File: config.mk
export PLATFORM = sky130hd
export DESIGN_NAME = pse_exec
export DESIGN_NICKNAME = d
export VERILOG_FILES = /design/src/rtl/pse_pkg.sv /design/src/rtl/pse_exec.sv /design/src/rtl/pse_sda_mem.sv
export SDC_FILE = /design/constraint.sdc
export NUM_CORES = 1
export LEC_CHECK = 0
export BUFFER_PORTS_ARGS = -buffer_cell sky130_fd_sc_hd__clkbuf_2
export CORE_MARGIN = 10
export CORE_UTILIZATION = 61
export CTS_BUF_LIST = sky130_fd_sc_hd__clkbuf_16
export CTS_CLUSTER_SIZE = 20
export DETAILED_ROUTE_END_ITERATION = 10
export PLACE_DENSITY = 0.86
export SLEW_MARGIN = 10
export SYNTH_ARGS = -nofsm -noshare
export SYNTH_HDL_FRONTEND = slang
export SYNTH_SLANG_ARGS = --single-unit
File: constraint.sdc
create_clock -name mclk -period 6.1 [get_ports mclk]
set_clock_uncertainty 0.15 [all_clocks]
set_input_delay 0 -clock mclk [delete_from_list [all_inputs] [get_ports mclk]]
set_output_delay 0 -clock mclk [all_outputs]
set_load 0.005 [all_outputs]
File: src/rtl/pse_pkg.sv
// Purpose: Shared constants and types for the system operation executor
// Assumes: Single clock mclk at 125 MHz, asynchronous active-low reset
// Notes: Memory is byte addressed, system data area is word indexed, 16-bit words
package pse_pkg;

  localparam int PSE_WORD_W = 16;
  localparam int PSE_LEN_W = 8;
  localparam int PSE_SDA_AW = 8;
  localparam logic [PSE_LEN_W-1:0] PSE_MAX_LEN = 8'hff;
  localparam logic [1:0] PSE_SEL_PRIMARY = 2'h0;
  localparam logic [1:0] PSE_SEL_SECONDARY = 2'h2;
  localparam logic [PSE_SDA_AW-1:0] PSE_SCAN_TIME_WORD = 8'h60;
  localparam int PSE_SCAN_UNIT_MS = 10;
  localparam logic [PSE_WORD_W-1:0] PSE_ACC_RST = 16'h0000;
  localparam logic [PSE_WORD_W-1:0] PSE_SCAN_TIME_RST = 16'h0000;

  typedef enum logic [2:0] {
    PSE_OP_LOAD_IND,
    PSE_OP_STORE_IND,
    PSE_OP_BLOCK_COPY,
    PSE_OP_SYS_STORE,
    PSE_OP_ADD_BYTE,
    PSE_OP_ADD_WORD,
    PSE_OP_SWAP,
    PSE_OP_STOP
  } pse_op_t;

  typedef enum logic [2:0] {
    PSE_ST_IDLE,
    PSE_ST_LOAD_WAIT,
    PSE_ST_COPY_READ,
    PSE_ST_COPY_WAIT,
    PSE_ST_STOPPED
  } pse_state_t;

endpackage : pse_pkg

File: src/rtl/pse_exec.sv
// Purpose: Executes privileged system operations of a controller processor
// Assumes: Memory answers a read with mem_rvalid one or more cycles later
// Notes: Logic result bit is an input only; nothing here changes it
//
// What this block does
// RULE1: Two 16-bit accumulators, moved as whole words.
// RULE2: Indirect load and store ignore the logic result bit.
// RULE3: Indirect address is the primary accumulator at operation start.
// RULE4: Load with select 0 replaces primary accumulator with addressed word.
// RULE5: Select 0 means primary, select 2 means secondary accumulator.
// RULE6: Indirect store writes selected accumulator to address in primary.
// RULE7: Block copy ignores logic result bit; lengths up to 255 bytes.
// RULE8: Copy source is secondary accumulator, destination primary accumulator.
// RULE9: Copy starts at highest addresses and decrements both per byte.
// RULE10: Copy overwrites every destination byte with source byte.
// RULE11: System data word 96 holds scan time in 10 ms; stores update it.
// RULE12: Stores and copies have no access checking or protection.
// RULE13: Constant add adds signed byte or word immediate to primary.
// RULE14: Constant add ignores and keeps logic result bit and condition codes.
// RULE15: Add overflow keeps low 16 bits; secondary accumulator untouched.
// RULE16: Swap exchanges accumulators, ignoring logic result, codes unchanged.
// RULE17: Immediate stop forces stop state regardless of logic result bit.
// RULE18: Stop ends execution at once; left by mode selector or start.
// RULE19: Byte immediate is sign-extended to 16 bits before adding.
module pse_exec
  import pse_pkg::*;
#(
  parameter int AW = PSE_WORD_W,
  parameter int DW = PSE_WORD_W
)
(
  input wire logic mclk,
  input wire logic rst_n,
  input wire logic op_valid,
  input wire pse_op_t op_code,
  input wire logic [DW-1:0] op_param,
  input wire logic logic_result_bit,
  input wire logic mode_run_pin,
  input wire logic external_start_command,
  output logic op_ready_r,
  output logic op_done_r,
  output logic mem_req_r,
  output logic mem_we_r,
  output logic mem_byte_r,
  output logic [AW-1:0] mem_addr_r,
  output logic [DW-1:0] mem_wdata_r,
  input wire logic mem_rvalid,
  input wire logic [DW-1:0] mem_rdata,
  output logic [DW-1:0] primary_accumulator_r,
  output logic [DW-1:0] secondary_accumulator_r,
  output logic stopped_r,
  output logic [DW-1:0] scan_time_r
);

  ////////////////////////////////////////////////////////////////////////
  // Pin synchronisers

  logic mode_s1_r;
  logic mode_s2_r;
  logic start_s1_r;
  logic start_s2_r;
  logic mode_prev_r;

  always_ff @(posedge mclk or negedge rst_n)
  begin
    if (!rst_n)
    begin
      mode_s1_r <= 1'b0;
      mode_s2_r <= 1'b0;
      start_s1_r <= 1'b0;
      start_s2_r <= 1'b0;
      mode_prev_r <= 1'b0;
    end
    else
    begin
      mode_s1_r <= mode_run_pin;
      mode_s2_r <= mode_s1_r;
      start_s1_r <= external_start_command;
      start_s2_r <= start_s1_r;
      mode_prev_r <= mode_s2_r;
    end
  end

  wire mode_rise = mode_s2_r & ~mode_prev_r;
  wire restart = mode_rise | start_s2_r;

  ////////////////////////////////////////////////////////////////////////
  // Decode

  function automatic logic [DW-1:0] sext_byte(input logic [7:0] b);
    sext_byte = {{(DW-8){b[7]}}, b};
  endfunction : sext_byte

  pse_state_t state_r;
  pse_state_t state_nxt;
  logic [AW-1:0] src_r;
  logic [AW-1:0] dst_r;
  logic [PSE_LEN_W-1:0] cnt_r;
  logic load_sel_sec_r;

  wire idle = state_r == PSE_ST_IDLE;
  wire take = idle & op_valid;
  wire [1:0] sel = op_param[1:0];
  wire sel_sec = sel == PSE_SEL_SECONDARY;
  wire [DW-1:0] sel_acc = sel_sec ? secondary_accumulator_r : primary_accumulator_r;
  wire [DW-1:0] add_imm = (op_code == PSE_OP_ADD_BYTE) ? sext_byte(op_param[7:0]) : op_param;
  wire [DW-1:0] add_sum = primary_accumulator_r + add_imm;
  wire [PSE_LEN_W-1:0] len = op_param[PSE_LEN_W-1:0];
  wire sys_wr = take & (op_code == PSE_OP_SYS_STORE);
  wire copy_last = cnt_r == 8'h01;

  ////////////////////////////////////////////////////////////////////////
  // State machine

  always_comb
  begin
    state_nxt = state_r;
    unique case (state_r)
      PSE_ST_IDLE:
      begin
        if (op_valid)
        begin
          unique case (op_code)
            PSE_OP_LOAD_IND: state_nxt = PSE_ST_LOAD_WAIT;
            PSE_OP_BLOCK_COPY: state_nxt = (len == 8'h00) ? PSE_ST_IDLE : PSE_ST_COPY_READ;
            PSE_OP_STOP: state_nxt = PSE_ST_STOPPED; // see RULE17
            default: state_nxt = PSE_ST_IDLE;
          endcase
        end
      end
      PSE_ST_LOAD_WAIT:
      begin
        if (mem_rvalid)
        begin
          state_nxt = PSE_ST_IDLE;
        end
      end
      PSE_ST_COPY_READ: state_nxt = PSE_ST_COPY_WAIT;
      PSE_ST_COPY_WAIT:
      begin
        if (mem_rvalid)
        begin
          state_nxt = copy_last ? PSE_ST_IDLE : PSE_ST_COPY_READ; // see RULE9
        end
      end
      PSE_ST_STOPPED:
      begin
        if (restart)
        begin
          state_nxt = PSE_ST_IDLE; // see RULE18
        end
      end
      default: state_nxt = PSE_ST_IDLE;
    endcase
  end

  always_ff @(posedge mclk or negedge rst_n)
  begin
    if (!rst_n)
    begin
      state_r <= PSE_ST_IDLE;
    end
    else
    begin
      state_r <= state_nxt;
    end
  end

  ////////////////////////////////////////////////////////////////////////
  // Accumulators; logic result bit is never consulted (see RULE2)

  always_ff @(posedge mclk or negedge rst_n)
  begin
    if (!rst_n)
    begin
      primary_accumulator_r <= PSE_ACC_RST;
      secondary_accumulator_r <= PSE_ACC_RST;
      load_sel_sec_r <= 1'b0;
    end
    else if (take)
    begin
      load_sel_sec_r <= sel_sec; // see RULE5
      if (op_code == PSE_OP_ADD_BYTE || op_code == PSE_OP_ADD_WORD)
      begin
        primary_accumulator_r <= add_sum; // see RULE13 see RULE14 see RULE15 see RULE19
      end
      else if (op_code == PSE_OP_SWAP)
      begin
        primary_accumulator_r <= secondary_accumulator_r; // see RULE16
        secondary_accumulator_r <= primary_accumulator_r; // see RULE16
      end
    end
    else if (state_r == PSE_ST_LOAD_WAIT && mem_rvalid)
    begin
      if (load_sel_sec_r)
      begin
        secondary_accumulator_r <= mem_rdata; // see RULE1
      end
      else
      begin
        primary_accumulator_r <= mem_rdata; // see RULE4
      end
    end
  end

  ////////////////////////////////////////////////////////////////////////
  // Memory port; no address checking on any write (see RULE12)

  always_ff @(posedge mclk or negedge rst_n)
  begin
    if (!rst_n)
    begin
      mem_req_r <= 1'b0;
      mem_we_r <= 1'b0;
      mem_byte_r <= 1'b0;
      mem_addr_r <= '0;
      mem_wdata_r <= '0;
      src_r <= '0;
      dst_r <= '0;
      cnt_r <= '0;
    end
    else
    begin
      mem_req_r <= 1'b0;
      mem_we_r <= 1'b0;
      if (take && (op_code == PSE_OP_LOAD_IND || op_code == PSE_OP_STORE_IND))
      begin
        mem_req_r <= 1'b1;
        mem_we_r <= op_code == PSE_OP_STORE_IND;
        mem_byte_r <= 1'b0;
        mem_addr_r <= primary_accumulator_r; // see RULE3
        mem_wdata_r <= sel_acc; // see RULE6
      end
      else if (take && op_code == PSE_OP_BLOCK_COPY)
      begin
        src_r <= secondary_accumulator_r; // see RULE8
        dst_r <= primary_accumulator_r; // see RULE8
        cnt_r <= len; // see RULE7
      end
      else if (state_r == PSE_ST_COPY_READ)
      begin
        mem_req_r <= 1'b1;
        mem_byte_r <= 1'b1;
        mem_addr_r <= src_r;
      end
      else if (state_r == PSE_ST_COPY_WAIT && mem_rvalid)
      begin
        mem_req_r <= 1'b1;
        mem_we_r <= 1'b1;
        mem_byte_r <= 1'b1;
        mem_addr_r <= dst_r;
        mem_wdata_r <= {8'h00, mem_rdata[7:0]}; // see RULE10
        src_r <= src_r - 16'h0001; // see RULE9
        dst_r <= dst_r - 16'h0001; // see RULE9
        cnt_r <= cnt_r - 8'h01;
      end
    end
  end

  ////////////////////////////////////////////////////////////////////////
  // Handshake outputs

  always_ff @(posedge mclk or negedge rst_n)
  begin
    if (!rst_n)
    begin
      op_ready_r <= 1'b0;
      op_done_r <= 1'b0;
      stopped_r <= 1'b0;
    end
    else
    begin
      op_ready_r <= state_nxt == PSE_ST_IDLE;
      op_done_r <= (take && state_nxt == PSE_ST_IDLE)
        || (state_r == PSE_ST_LOAD_WAIT && mem_rvalid)
        || (state_r == PSE_ST_COPY_WAIT && mem_rvalid && copy_last);
      stopped_r <= state_nxt == PSE_ST_STOPPED; // see RULE18
    end
  end

  ////////////////////////////////////////////////////////////////////////
  // System data area

  pse_sda_mem #(
    .AW(PSE_SDA_AW),
    .DW(DW)
  ) u_sda (
    .mclk(mclk),
    .rst_n(rst_n),
    .wr_en(sys_wr), // see RULE11
    .wr_addr(op_param[DW-1:DW-PSE_SDA_AW]),
    .wr_data(primary_accumulator_r),
    .rd_addr(PSE_SCAN_TIME_WORD),
    .rd_data_r(),
    .scan_time_r(scan_time_r)
  );

  ////////////////////////////////////////////////////////////////////////
  // Checks

  chk_add_result: assert property (@(posedge mclk) disable iff (!rst_n) // see RULE15
    take && op_code == PSE_OP_ADD_WORD |=> primary_accumulator_r == $past(primary_accumulator_r)
      + $past(op_param) && $stable(secondary_accumulator_r))
    else $error("add result wrong");

  chk_byte_sext: assert property (@(posedge mclk) disable iff (!rst_n) // see RULE19
    take && op_code == PSE_OP_ADD_BYTE |=>
      primary_accumulator_r == $past(primary_accumulator_r) + sext_byte($past(op_param[7:0])))
    else $error("byte add not sign extended");

  chk_swap_exch: assert property (@(posedge mclk) disable iff (!rst_n) // see RULE16
    take && op_code == PSE_OP_SWAP |=> primary_accumulator_r == $past(secondary_accumulator_r)
      && secondary_accumulator_r == $past(primary_accumulator_r))
    else $error("swap failed");

  chk_stop_enter: assert property (@(posedge mclk) disable iff (!rst_n) // see RULE17
    take && op_code == PSE_OP_STOP |=> stopped_r && !op_ready_r)
    else $error("stop not entered");

  chk_stop_hold: assert property (@(posedge mclk) disable iff (!rst_n) // see RULE18
    stopped_r && !restart |=> stopped_r)
    else $error("stop left without cause");

  chk_ind_addr: assert property (@(posedge mclk) disable iff (!rst_n) // see RULE3
    take && op_code == PSE_OP_STORE_IND |=> mem_req_r && mem_we_r
      && mem_addr_r == $past(primary_accumulator_r) && mem_wdata_r == $past(sel_acc))
    else $error("indirect store address or data wrong");

  chk_load_prim: assert property (@(posedge mclk) disable iff (!rst_n) // see RULE4
    state_r == PSE_ST_LOAD_WAIT && mem_rvalid && !load_sel_sec_r
      |=> primary_accumulator_r == $past(mem_rdata))
    else $error("load did not replace primary");

  chk_copy_dec: assert property (@(posedge mclk) disable iff (!rst_n) // see RULE9
    state_r == PSE_ST_COPY_WAIT && mem_rvalid |=> mem_we_r && mem_addr_r == $past(dst_r)
      && dst_r == $past(dst_r) - 16'h0001 && src_r == $past(src_r) - 16'h0001)
    else $error("copy decrement wrong");

  chk_scan_word: assert property (@(posedge mclk) disable iff (!rst_n) // see RULE11
    sys_wr && op_param[DW-1:DW-PSE_SDA_AW] == PSE_SCAN_TIME_WORD
      |=> scan_time_r == $past(primary_accumulator_r))
    else $error("scan time word not updated");

endmodule : pse_exec

File: src/rtl/pse_sda_mem.sv
// Purpose: System data area word store with registered read data
// Assumes: One write and one read port on mclk
// Notes: Word at the scan time index also appears on its own output
module pse_sda_mem
  import pse_pkg::*;
#(
  parameter int AW = PSE_SDA_AW,
  parameter int DW = PSE_WORD_W
)
(
  input wire logic mclk,
  input wire logic rst_n,
  input wire logic wr_en,
  input wire logic [AW-1:0] wr_addr,
  input wire logic [DW-1:0] wr_data,
  input wire logic [AW-1:0] rd_addr,
  output logic [DW-1:0] rd_data_r,
  output logic [DW-1:0] scan_time_r
);

  logic [DW-1:0] mem [0:(1<<AW)-1];

  always_ff @(posedge mclk)
  begin
    if (wr_en)
    begin
      mem[wr_addr] <= wr_data;
    end
    rd_data_r <= mem[rd_addr];
  end

  always_ff @(posedge mclk or negedge rst_n)
  begin
    if (!rst_n)
    begin
      scan_time_r <= PSE_SCAN_TIME_RST;
    end
    else if (wr_en && wr_addr == PSE_SCAN_TIME_WORD)
    begin
      scan_time_r <= wr_data;
    end
  end

endmodule : pse_sda_mem

# Word level (Yosys, flattened, before mapping)
# Index checks and enable logic that the tools add are counted.
# W data, S select, Z words.
[totals]
regBits = 135
in_bits = 42
out_inout_bits = 86
[op_classes]
n_addsub = 4
eq_ne = 22
mux = 48
bitwise_logic = 6
reduce_logical = 25
[ops]
columns = ["cell", "n"]
rows = [
  ["$mux W16", 26],
  ["$sub A16 B1 Y16 const B", 2],
  ["$mux W8", 3],
  ["$eq A3 B3 Y1 const B", 6],
  ["$add A16 B16 Y16", 1],
  ["$pmux W3 S5", 1],
  ["$eq A3 B2 Y1 const B", 4],
  ["$mux W3", 4],
  ["$mux W1", 11],
  ["$logic_not A3 Y1", 3],
  ["$pmux W3 S3", 1],
  ["$reduce_and A3 Y1", 3],
  ["$eq A8 B1 Y1 const B", 1],
  ["$eq A8 B7 Y1 const B", 1],
  ["$logic_not A8 Y1", 1],
  ["$ne A2 B2 Y1 const B", 4],
  ["$reduce_bool A2 Y1", 4],
  ["$sub A8 B1 Y8 const B", 1],
  ["$logic_and A1 B1 Y1", 7],
  ["$eq A3 B1 Y1 const B", 2],
  ["$logic_or A1 B1 Y1", 4],
  ["$mux W2", 2],
  ["$ne A2 B1 Y1 const B", 2],
  ["$reduce_and A4 Y1", 1],
  ["7 further kinds", 10],
]

# Longest topological paths before layout
# Gate-level depths: netlist (run 1).
[logic_depth]
word_depth = 9
mapped_depth = 14

# Cells and area by module
# A second synthesis (run 1) with hierarchy kept.
[unflattened]
cells_unflattened = 8256
hier_area_um2 = 167424.3
[by_module_without_submodules]
columns = ["mod", "instances", "cells_each", "area_each_um2", "seq_area_each_um2"]
rows = [
  ["pse_sda_mem", 1, 7469, 160524.0, 123718.7],
  ["pse_exec", 1, 787, 6900.4, 2977.9],
]

# Worst setup path after synthesis (run 1)
# No wires, ideal clock.
[synth_timing]
path_kind = "input port to flip-flop"
start = "input op_code[2]"
end = "register primary_accumulator_r[15]"
t_arrival_ns = 2.508
path_slack_ns = 3.343
stages = 13
path_cell_list = "clkbuf_1 > nor2b_1 > clkbuf_1 > and3_1 > clkbuf_1 > a21o_1 > ha_1 > and4_1 > a21boi_1 > o21ai_0 > o21a_1 > o221ai_1 > a311oi_1"
[synth_via]
elab_chain_cells = 5
word_cells_on_any_way = 10
classes_between = "add/sub: 1; eq/ne: 4; mux: 3; reduce/logical: 2"
[synth_rtl]
columns = ["item", "line", "text"]
rows = [
  ["start: declaration", "pse_exec.sv:35", "input wire pse_op_t op_code,"],
  ["$eq A3 B3 Y1", "pse_exec.sv:106, pse_exec.sv:183", ""],
  ["$mux W16", "pse_exec.sv:106", "wire [DW-1:0] add_imm = (op_code == PSE_OP_ADD_BYTE) ? sext_byte(op_param[7:0]) : op_param;"],
  ["$add A16 B16 Y16", "pse_exec.sv:107", "wire [DW-1:0] add_sum = primary_accumulator_r + add_imm;"],
  ["$mux W16", "pse_exec.sv:183", "if (op_code == PSE_OP_ADD_BYTE || op_code == PSE_OP_ADD_WORD)"],
  ["$mux W16", "pse_exec.sv:180", "else if (take)"],
  ["end signal: assignment", "pse_exec.sv:185", "primary_accumulator_r <= add_sum;"],
  ["end signal: assignment", "pse_exec.sv:189", "primary_accumulator_r <= secondary_accumulator_r;"],
  ["end signal: assignment", "pse_exec.sv:201", "primary_accumulator_r <= mem_rdata;"],
  ["end: declaration", "pse_exec.sv:49", "output logic [DW-1:0] primary_accumulator_r,"],
]
# Parallel ways exist; a longest one is shown, timed or not.
# A chain may end at the register's enable or synchronous reset.

# Worst setup path after layout (run 1)
# Ends and elaborated chain as after synthesis.

==> results of run 1 <==
[cell type report]
cell class	count	area (sq um)
clock buffer	17	425
multi-input combinational	652	3940
timing repair buffer	173	1070
fill	820	2780
sequential	135	3380
tap	168	210
clock inverter	15	174
inverter	22	82.6
[cells in the final DEF, fill, tap and decap left out, drive strengths merged, types with 11 or more instances in the layout]
master	Yosys	final
nand2	163	163
clkbuf	36	142
dfrtp	135	135
o21ai	95	95
a21oi	57	57
nor2	40	40
dlygate4sd3	0	34
nand3	29	29
inv	22	29
a21o	23	23
nor3	23	23
mux2i	21	21
xnor2	20	20
ha	20	20
o211ai	18	18
mux2	17	17
a31oi	16	16
buf	13	14
and3	12	12
or3	11	11
[worst min path at each step]
stage,start,to,depth (start not counted)
2_1_floorplan,rst_n,cnt_r[0],0
4_1_cts,op_param[13],u_sda.scan_time_r[9],4
5_1_grt,op_param[13],u_sda.scan_time_r[8],4
3_5_place_dp,rst_n,u_sda.scan_time_r[4],1
3_3_place_gp,rst_n,u_sda.scan_time_r[4],1
6_report,op_param[13],u_sda.scan_time_r[9],4
[registers in the layout, indices dropped and copies added, names as in the netlist, 8 cells and up]
| signal | flops |
|---|---|
| cnt_r | 8 |
| primary_accumulator_r | 16 |
| mem_addr_r | 16 |
| dst_r | 16 |
| src_r | 16 |
| secondary_accumulator_r | 16 |
| mem_wdata_r | 16 |
| u_sda.scan_time_r | 16 |
[cell usage after synthesis, drive strengths merged, types with 3 or more instances]
library cell	n
nor2	40
a21oi	57
nand3	29
a31oi	16
nor4b	3
nor3	23
or4	3
nand2	163
inv	22
nand2b	4
o31ai	3
ha	20
xnor2	20
a311oi	3
a211oi	8
nor2b	4
or2	4
or3	11
nand3b	4
a21o	23
buf	13
nand4	4
clkbuf	36
xor2	3
o21ai	95
dfrtp	135
mux2	17
a22oi	3
and3	12
nor4	9
a21boi	3
o211ai	18
mux2i	21
[metrics by stage]
stage / area [sq um] / hold slack, ps / power [mW] / worst slack, ps
after floorplan: 7570 / -446 / 2.67 / 3340
after global placement: 8340 / -130 / 3.30 / 3100
after detailed placement: 8340 / -135 / 3.36 / 3060
after CTS: 9280 / 11.2 / 4.44 / 2950
after global routing: 9280 / 32.4 / 4.77 / 2650
final: 9280 / 6.22 / 4.50 / 2870
[timing repair]
action	CTS	global route
hold buffers	34	0
setup endpoints to repair	0	0
endpoints found under the hold margin	118	0
[kinds of logic after synthesis]
group | Yosys count | share of synthesized area
and+or+nand+nor | 324 | 0.205
adders and majority gates | 21 | 0.0357
DFF | 135 | 0.446
buffers and inverters | 71 | 0.0377
AOI/OAI and AO/OA | 246 | 0.196
xor gates and xnor gates | 23 | 0.0266
muxes | 38 | 0.0530
[power groups by stage]
stage	clock, mW	combinational (mW)	sequential, mW
detailed placement	0	1.62	1.74
global route	1.09	1.88	1.80
global placement	0	1.57	1.72
finish	1.05	1.68	1.76
CTS	1.05	1.66	1.73
floorplan	0	1.10	1.57
[worst register-to-register path: stages, from the launching register on]
cell	delay, ps
dfrtp_1	600
ha_1	250
inv_1	60
fa_1	440
nor2b_1	180
o21ai_0	140
a21boi_1	440
a2111oi_0	210
nor3_1	320
nor4_1	80
a211oi_1	220
[layer usage]
metal	vias to the layer above	routed length, um	GRT usage
li1	3344	-	-
met1	3489	9240	0.343
met2	472	11700	0.444
met3	100	2580	0.0762
met4	0	996	0.134
met5	-	0	0
==> flow_summary.yaml, run 1 <==
outcome:
  status: "completed"
route:
  drt_first_pass_iters: 5
  routedWlPerCell_um: 20.7
  routed_wl_um: 24500
  route.detailed.drc: 0
  drtIter0Drc: 930
  ant_nets: 0
  via_count: 7405
  avgViaCountPerCell: 6.26
die:
  die_y_um: 131
  dieWidth_um: 131
  rows: 40
  start_util: 0.628
  core_area_sq_um: 12100
  dieArea_sq_um: 17300
  ios: 128
timing:
  timing.final.crit_share: 0.530
  clock.fmax_mhz: 309
  period_minus_slack_ps: 3230
  slew_headroom: 0.190
  slew_violations: 0
  fin_tns_setup_ps: 0
  hold_violations: 0
  tightest_slew_ps: 1210
  setup_violations: 0
  rsz0062_at_grt: "no"
final_layout:
  final_util: 0.770
  fin_nets: 1064
  finalNonFillerCells: 1182
  diodes: 0
  syn_to_final_growth_pct: 22.6
  drive_above_1_share: 0.184
placed_design:
  place_inst: 1116
  hpwl_um: 15900
  io_buffers: 126
  gp_congestion: 0.901
synth:
  ys_ff_latch: 135
  syn_area_per_cell_sq_um: 8.82
  synth_edf_count: 0
  async_flop_share: 1.00
  yosys_warnings: 0
  synth_top_area_frac: 0.446
  synth.area.top_cells: "dfrtp_1 45%, nand2_1 8.1%, a21oi_1 3.7%"
  synth_top_cell_by_area: "dfrtp_1"
  synth_cell_types: 70
  synth_nets: 921
  synth_area_sq_um: 7570
  syn-instance-count: 858
  synthFlopType: "dfrtp_1"
  synth_seq_area_share: 0.446
hold_path:
  min_path_type: "input pin to flip-flop"
power:
  switching_share: 0.409
  p_leak_nw: 4.48
  switchingPower_mw: 1.84
  p_clk_frac: 0.233
  p_int_mw: 2.66
  vdd_drop_max_mv: 0.311
  p_per_area_nw_per_um2: 484
  combPwrFrac: 0.374
  seqPwrFrac: 0.392
worst_setup_path:
  setup.worst_path.start: "op_code[2]"
  reg2reg_to: "primary_accumulator_r[12]"
  cp-endpoint: "primary_accumulator_r[15]"
  arrival_ps: 3400
  worstSetupPathType: "input pin to flip-flop"
  crit_buf_inv: 3
  crit-reg2reg-launch: "primary_accumulator_r[0]"
  critPathMaxStageDelay_ps: 540
  critPathTopFamily: "compound AO/OA/AOI/OAI gates"
  cp_max_fo: 16
  crit_required_ps: 6270
  crit_path_end_kind: "flip-flop"
  worst-path-stages: 13
  cp-start-kind: "input pin"
  worstPathCellList: "dlygate4sd3_1 -> clkbuf_2 -> nor2b_1 -> buf_4 -> nand2_1 -> a21o_1 -> ha_1 -> and4_1 -> a21boi_1 -> o21ai_0 -> o21a_1 -> mux2i_1 -> a311oi_1"
  ff2ff_path_depth: 10
  reg2reg_slack_ps: 2920
  cp_slowest_cell: "dlygate4sd3_1"
global_routing:
  grt_pass1_vias: 7472
  grt_overflow: 0
  grt_antenna_before_repair: 0
  grt_max_degree: 72
  grt_use_total: 0.279
  grt_pass1_wl_um: 39300
clock_network:
  insertion_delay_ps: 430
  h-tree-depth: 4
  cts_tree: "yes"
  path_clk_slew_ps: 50
  ctsResizeCount: 0
  cts_root_buf: "clkbuf_16"
  cts_setup_buffers: 0
  numCtsBuffers: 17
  clock_path_buffers: 2
  cts.sinks: 135
job:
  maxCapViolCount: 0
No activity file was read; power rests on OpenSTA's default activity.
==> run 2, diff against run 1 <==
--- a/config.mk
+++ b/config.mk
@@ -7,11 +7,11 @@
 export LEC_CHECK = 0
 export BUFFER_PORTS_ARGS = -buffer_cell sky130_fd_sc_hd__clkbuf_2
 export CORE_MARGIN = 10
-export CORE_UTILIZATION = 61
+export CORE_UTILIZATION = 57
 export CTS_BUF_LIST = sky130_fd_sc_hd__clkbuf_16
 export CTS_CLUSTER_SIZE = 20
 export DETAILED_ROUTE_END_ITERATION = 10
-export PLACE_DENSITY = 0.86
+export PLACE_DENSITY = 0.81
 export SLEW_MARGIN = 10
 export SYNTH_ARGS = -nofsm -noshare
 export SYNTH_HDL_FRONTEND = slang
==> constraint.sdc (replaced) <==
create_clock -name mclk -period 3 [get_ports mclk]
set_clock_uncertainty 0.15 [all_clocks]
set_input_delay 0 -clock mclk [delete_from_list [all_inputs] [get_ports mclk]]
set_output_delay 0 -clock mclk [all_outputs]
set_load 0.005 [all_outputs]
==> flow_summary.yaml, run 2 (synthesis gave the netlist of run 1 again) <==
global_routing:
  grt_overflow: 0
  grt_use_total: 0.265
  grt_use_met1: 0.331
  grt_pass1_wl_um: 38700
  grtUsageMet3: 0.0675
  grt_max_degree: 61
  grt_pass1_vias: 7499
  grt-busiest-layer: "met2"
  grt_antenna_before_repair: 0
  use_met2: 0.429
power:
  switchingPower_mw: 3.79
  combPwrFrac: 0.412
  switching_share: 0.414
  seqPwrFrac: 0.373
  total_power_mw: 9.17
  p_per_area_nw_per_um2: 961
  p_clk_frac: 0.216
  p_int_mw: 5.38
  p_leak_nw: 4.59
  vdd_drop_max_mv: 0.603
route:
  drt_first_pass_iters: 6
  ant_nets: 0
  routedWlPerCell_um: 20.1
  drtIter0Drc: 877
  via_count: 7493
  routed_wl_um: 24500
  route.detailed.drc: 0
  avgViaCountPerCell: 6.14
timing:
  period_minus_slack_ps: 2940
  slew_violations: 0
  rsz0062_at_grt: "yes"
  tightest_slew_ps: 986
  hold_violations: 0
  whs_ps: 15.7
  timing.final.crit_share: 0.979
  setup_violations: 0
  worst_slack_ps: 61.8
  clock.fmax_mhz: 340
  slew_headroom: 0.343
worst_setup_path:
  crit_path_end_kind: "flip-flop"
  reg2reg_to: "cnt_r[5]"
  cp_max_fo: 32
  ff2ff_path_depth: 9
  crit_required_ps: 3150
  reg2reg_slack_ps: 60
  worstSetupPathType: "flip-flop to flip-flop"
  crit-reg2reg-launch: "state_r[2]"
  arrival_ps: 3080
  cp-start-kind: "flip-flop"
die:
  die_y_um: 135
  start_util: 0.576
  rows: 42
  core_area_sq_um: 13100
  dieWidth_um: 135
  ios: 128
  dieArea_sq_um: 18300
placed_design:
  gp_congestion: 0.932
  hpwl_um: 16600
  pre_cts_ws_ps: 191
  io_buffers: 126
final_layout:
  multiInputGateArea_sq_um: 3970
  diodes: 0
  nFillCells: 929
  final_common_cell: "nand2_1"
  drive_above_1_share: 0.207
  regArea_sq_um: 3380
  fin_nets: 1094
  final_util: 0.727
  layout_common_cells: "163 x nand2_1, 135 x dfrtp_1, 125 x clkbuf_2"
  syn_to_final_growth_pct: 26.1
outcome:
  status: "completed"
hold_path:
  min_path_type: "input pin to asynchronous set/reset pin"
clock_network:
  numCtsBuffers: 17
  clock_path_buffers: 2
  insertion_delay_ps: 420
  cts.sinks: 135
  cts_tree: "yes"
  h-tree-depth: 4
  cts_root_buf: "clkbuf_16"
  path_clk_slew_ps: 60
job:
  maxCapViolCount: 0
## run 2: cell count changes in the layout (fill, tap and decap cells not counted), sizes merged
cell,delta
buf,+24
bufinv,-2
clkinv,+4
clkinvlp,+2
dlygate4sd3,+6
inv,-4
## run 2: what timing repair did
item | in CTS | in global routing
resized for setup | 0 | 7
setup buffers | 0 | 3
endpoints found under the hold margin | 191 | 0
hold buffers | 41 | 0
setup endpoints to repair | 0 | 6
## run 2: final cells by class
class	instances	area share
sequential	135	0.354
multi-input combinational	652	0.416
inverter	22	0.00865
clock inverter	15	0.0127
clock buffer	17	0.0445
tap	176	0.0231
timing repair buffer	203	0.141
## run 2: metal layers
metal,wire [um],vias up
met5,0,-
met4,694,0
met3,2510,74
met2,11800,458
met1,9520,3546
li1,-,3415
## run 2: worst max-delay path: stages (launching register included)
cell and delay, ps:
dfrtp_1 490, buf_4 210, nand4b_1 190, buf_4 290, nor2_1 220, nand2_1 130
nor4_2 230, xnor2_1 180, o21ai_0 120, dlygate4sd3_1 600
## run 2: worst max path at each step
stage / from / endpoint
global route: op_code[1] / primary_accumulator_r[15]
CTS: op_code[1] / primary_accumulator_r[15]
global placement: op_code[1] / primary_accumulator_r[15]
floorplan: op_code[2] / primary_accumulator_r[15]
detailed placement: op_code[1] / primary_accumulator_r[15]
finish: state_r[2] / cnt_r[5]
## run 2: power by group through the flow
stage                     sequential [mW]  clock (mW)  combinational, mW
final                                3.42        1.98               3.78
after global routing                 3.49        2.07               4.17
after CTS                            3.36        1.97               3.68
after detailed placement             3.37           0               3.59
after global placement               3.36           0               3.48
after floorplan                      3.18           0               2.24
## run 2: through the flow
stage / cells / setup TNS (ps) / cell area (sq um)
floorplan: 858 / 0 / 7570
global placement: 1144 / 0 / 8520
detailed placement: 1144 / 0 / 8520
CTS: 1217 / 0 / 9490
global route: 1220 / -4.31 / 9550
finish: 1220 / 0 / 9550
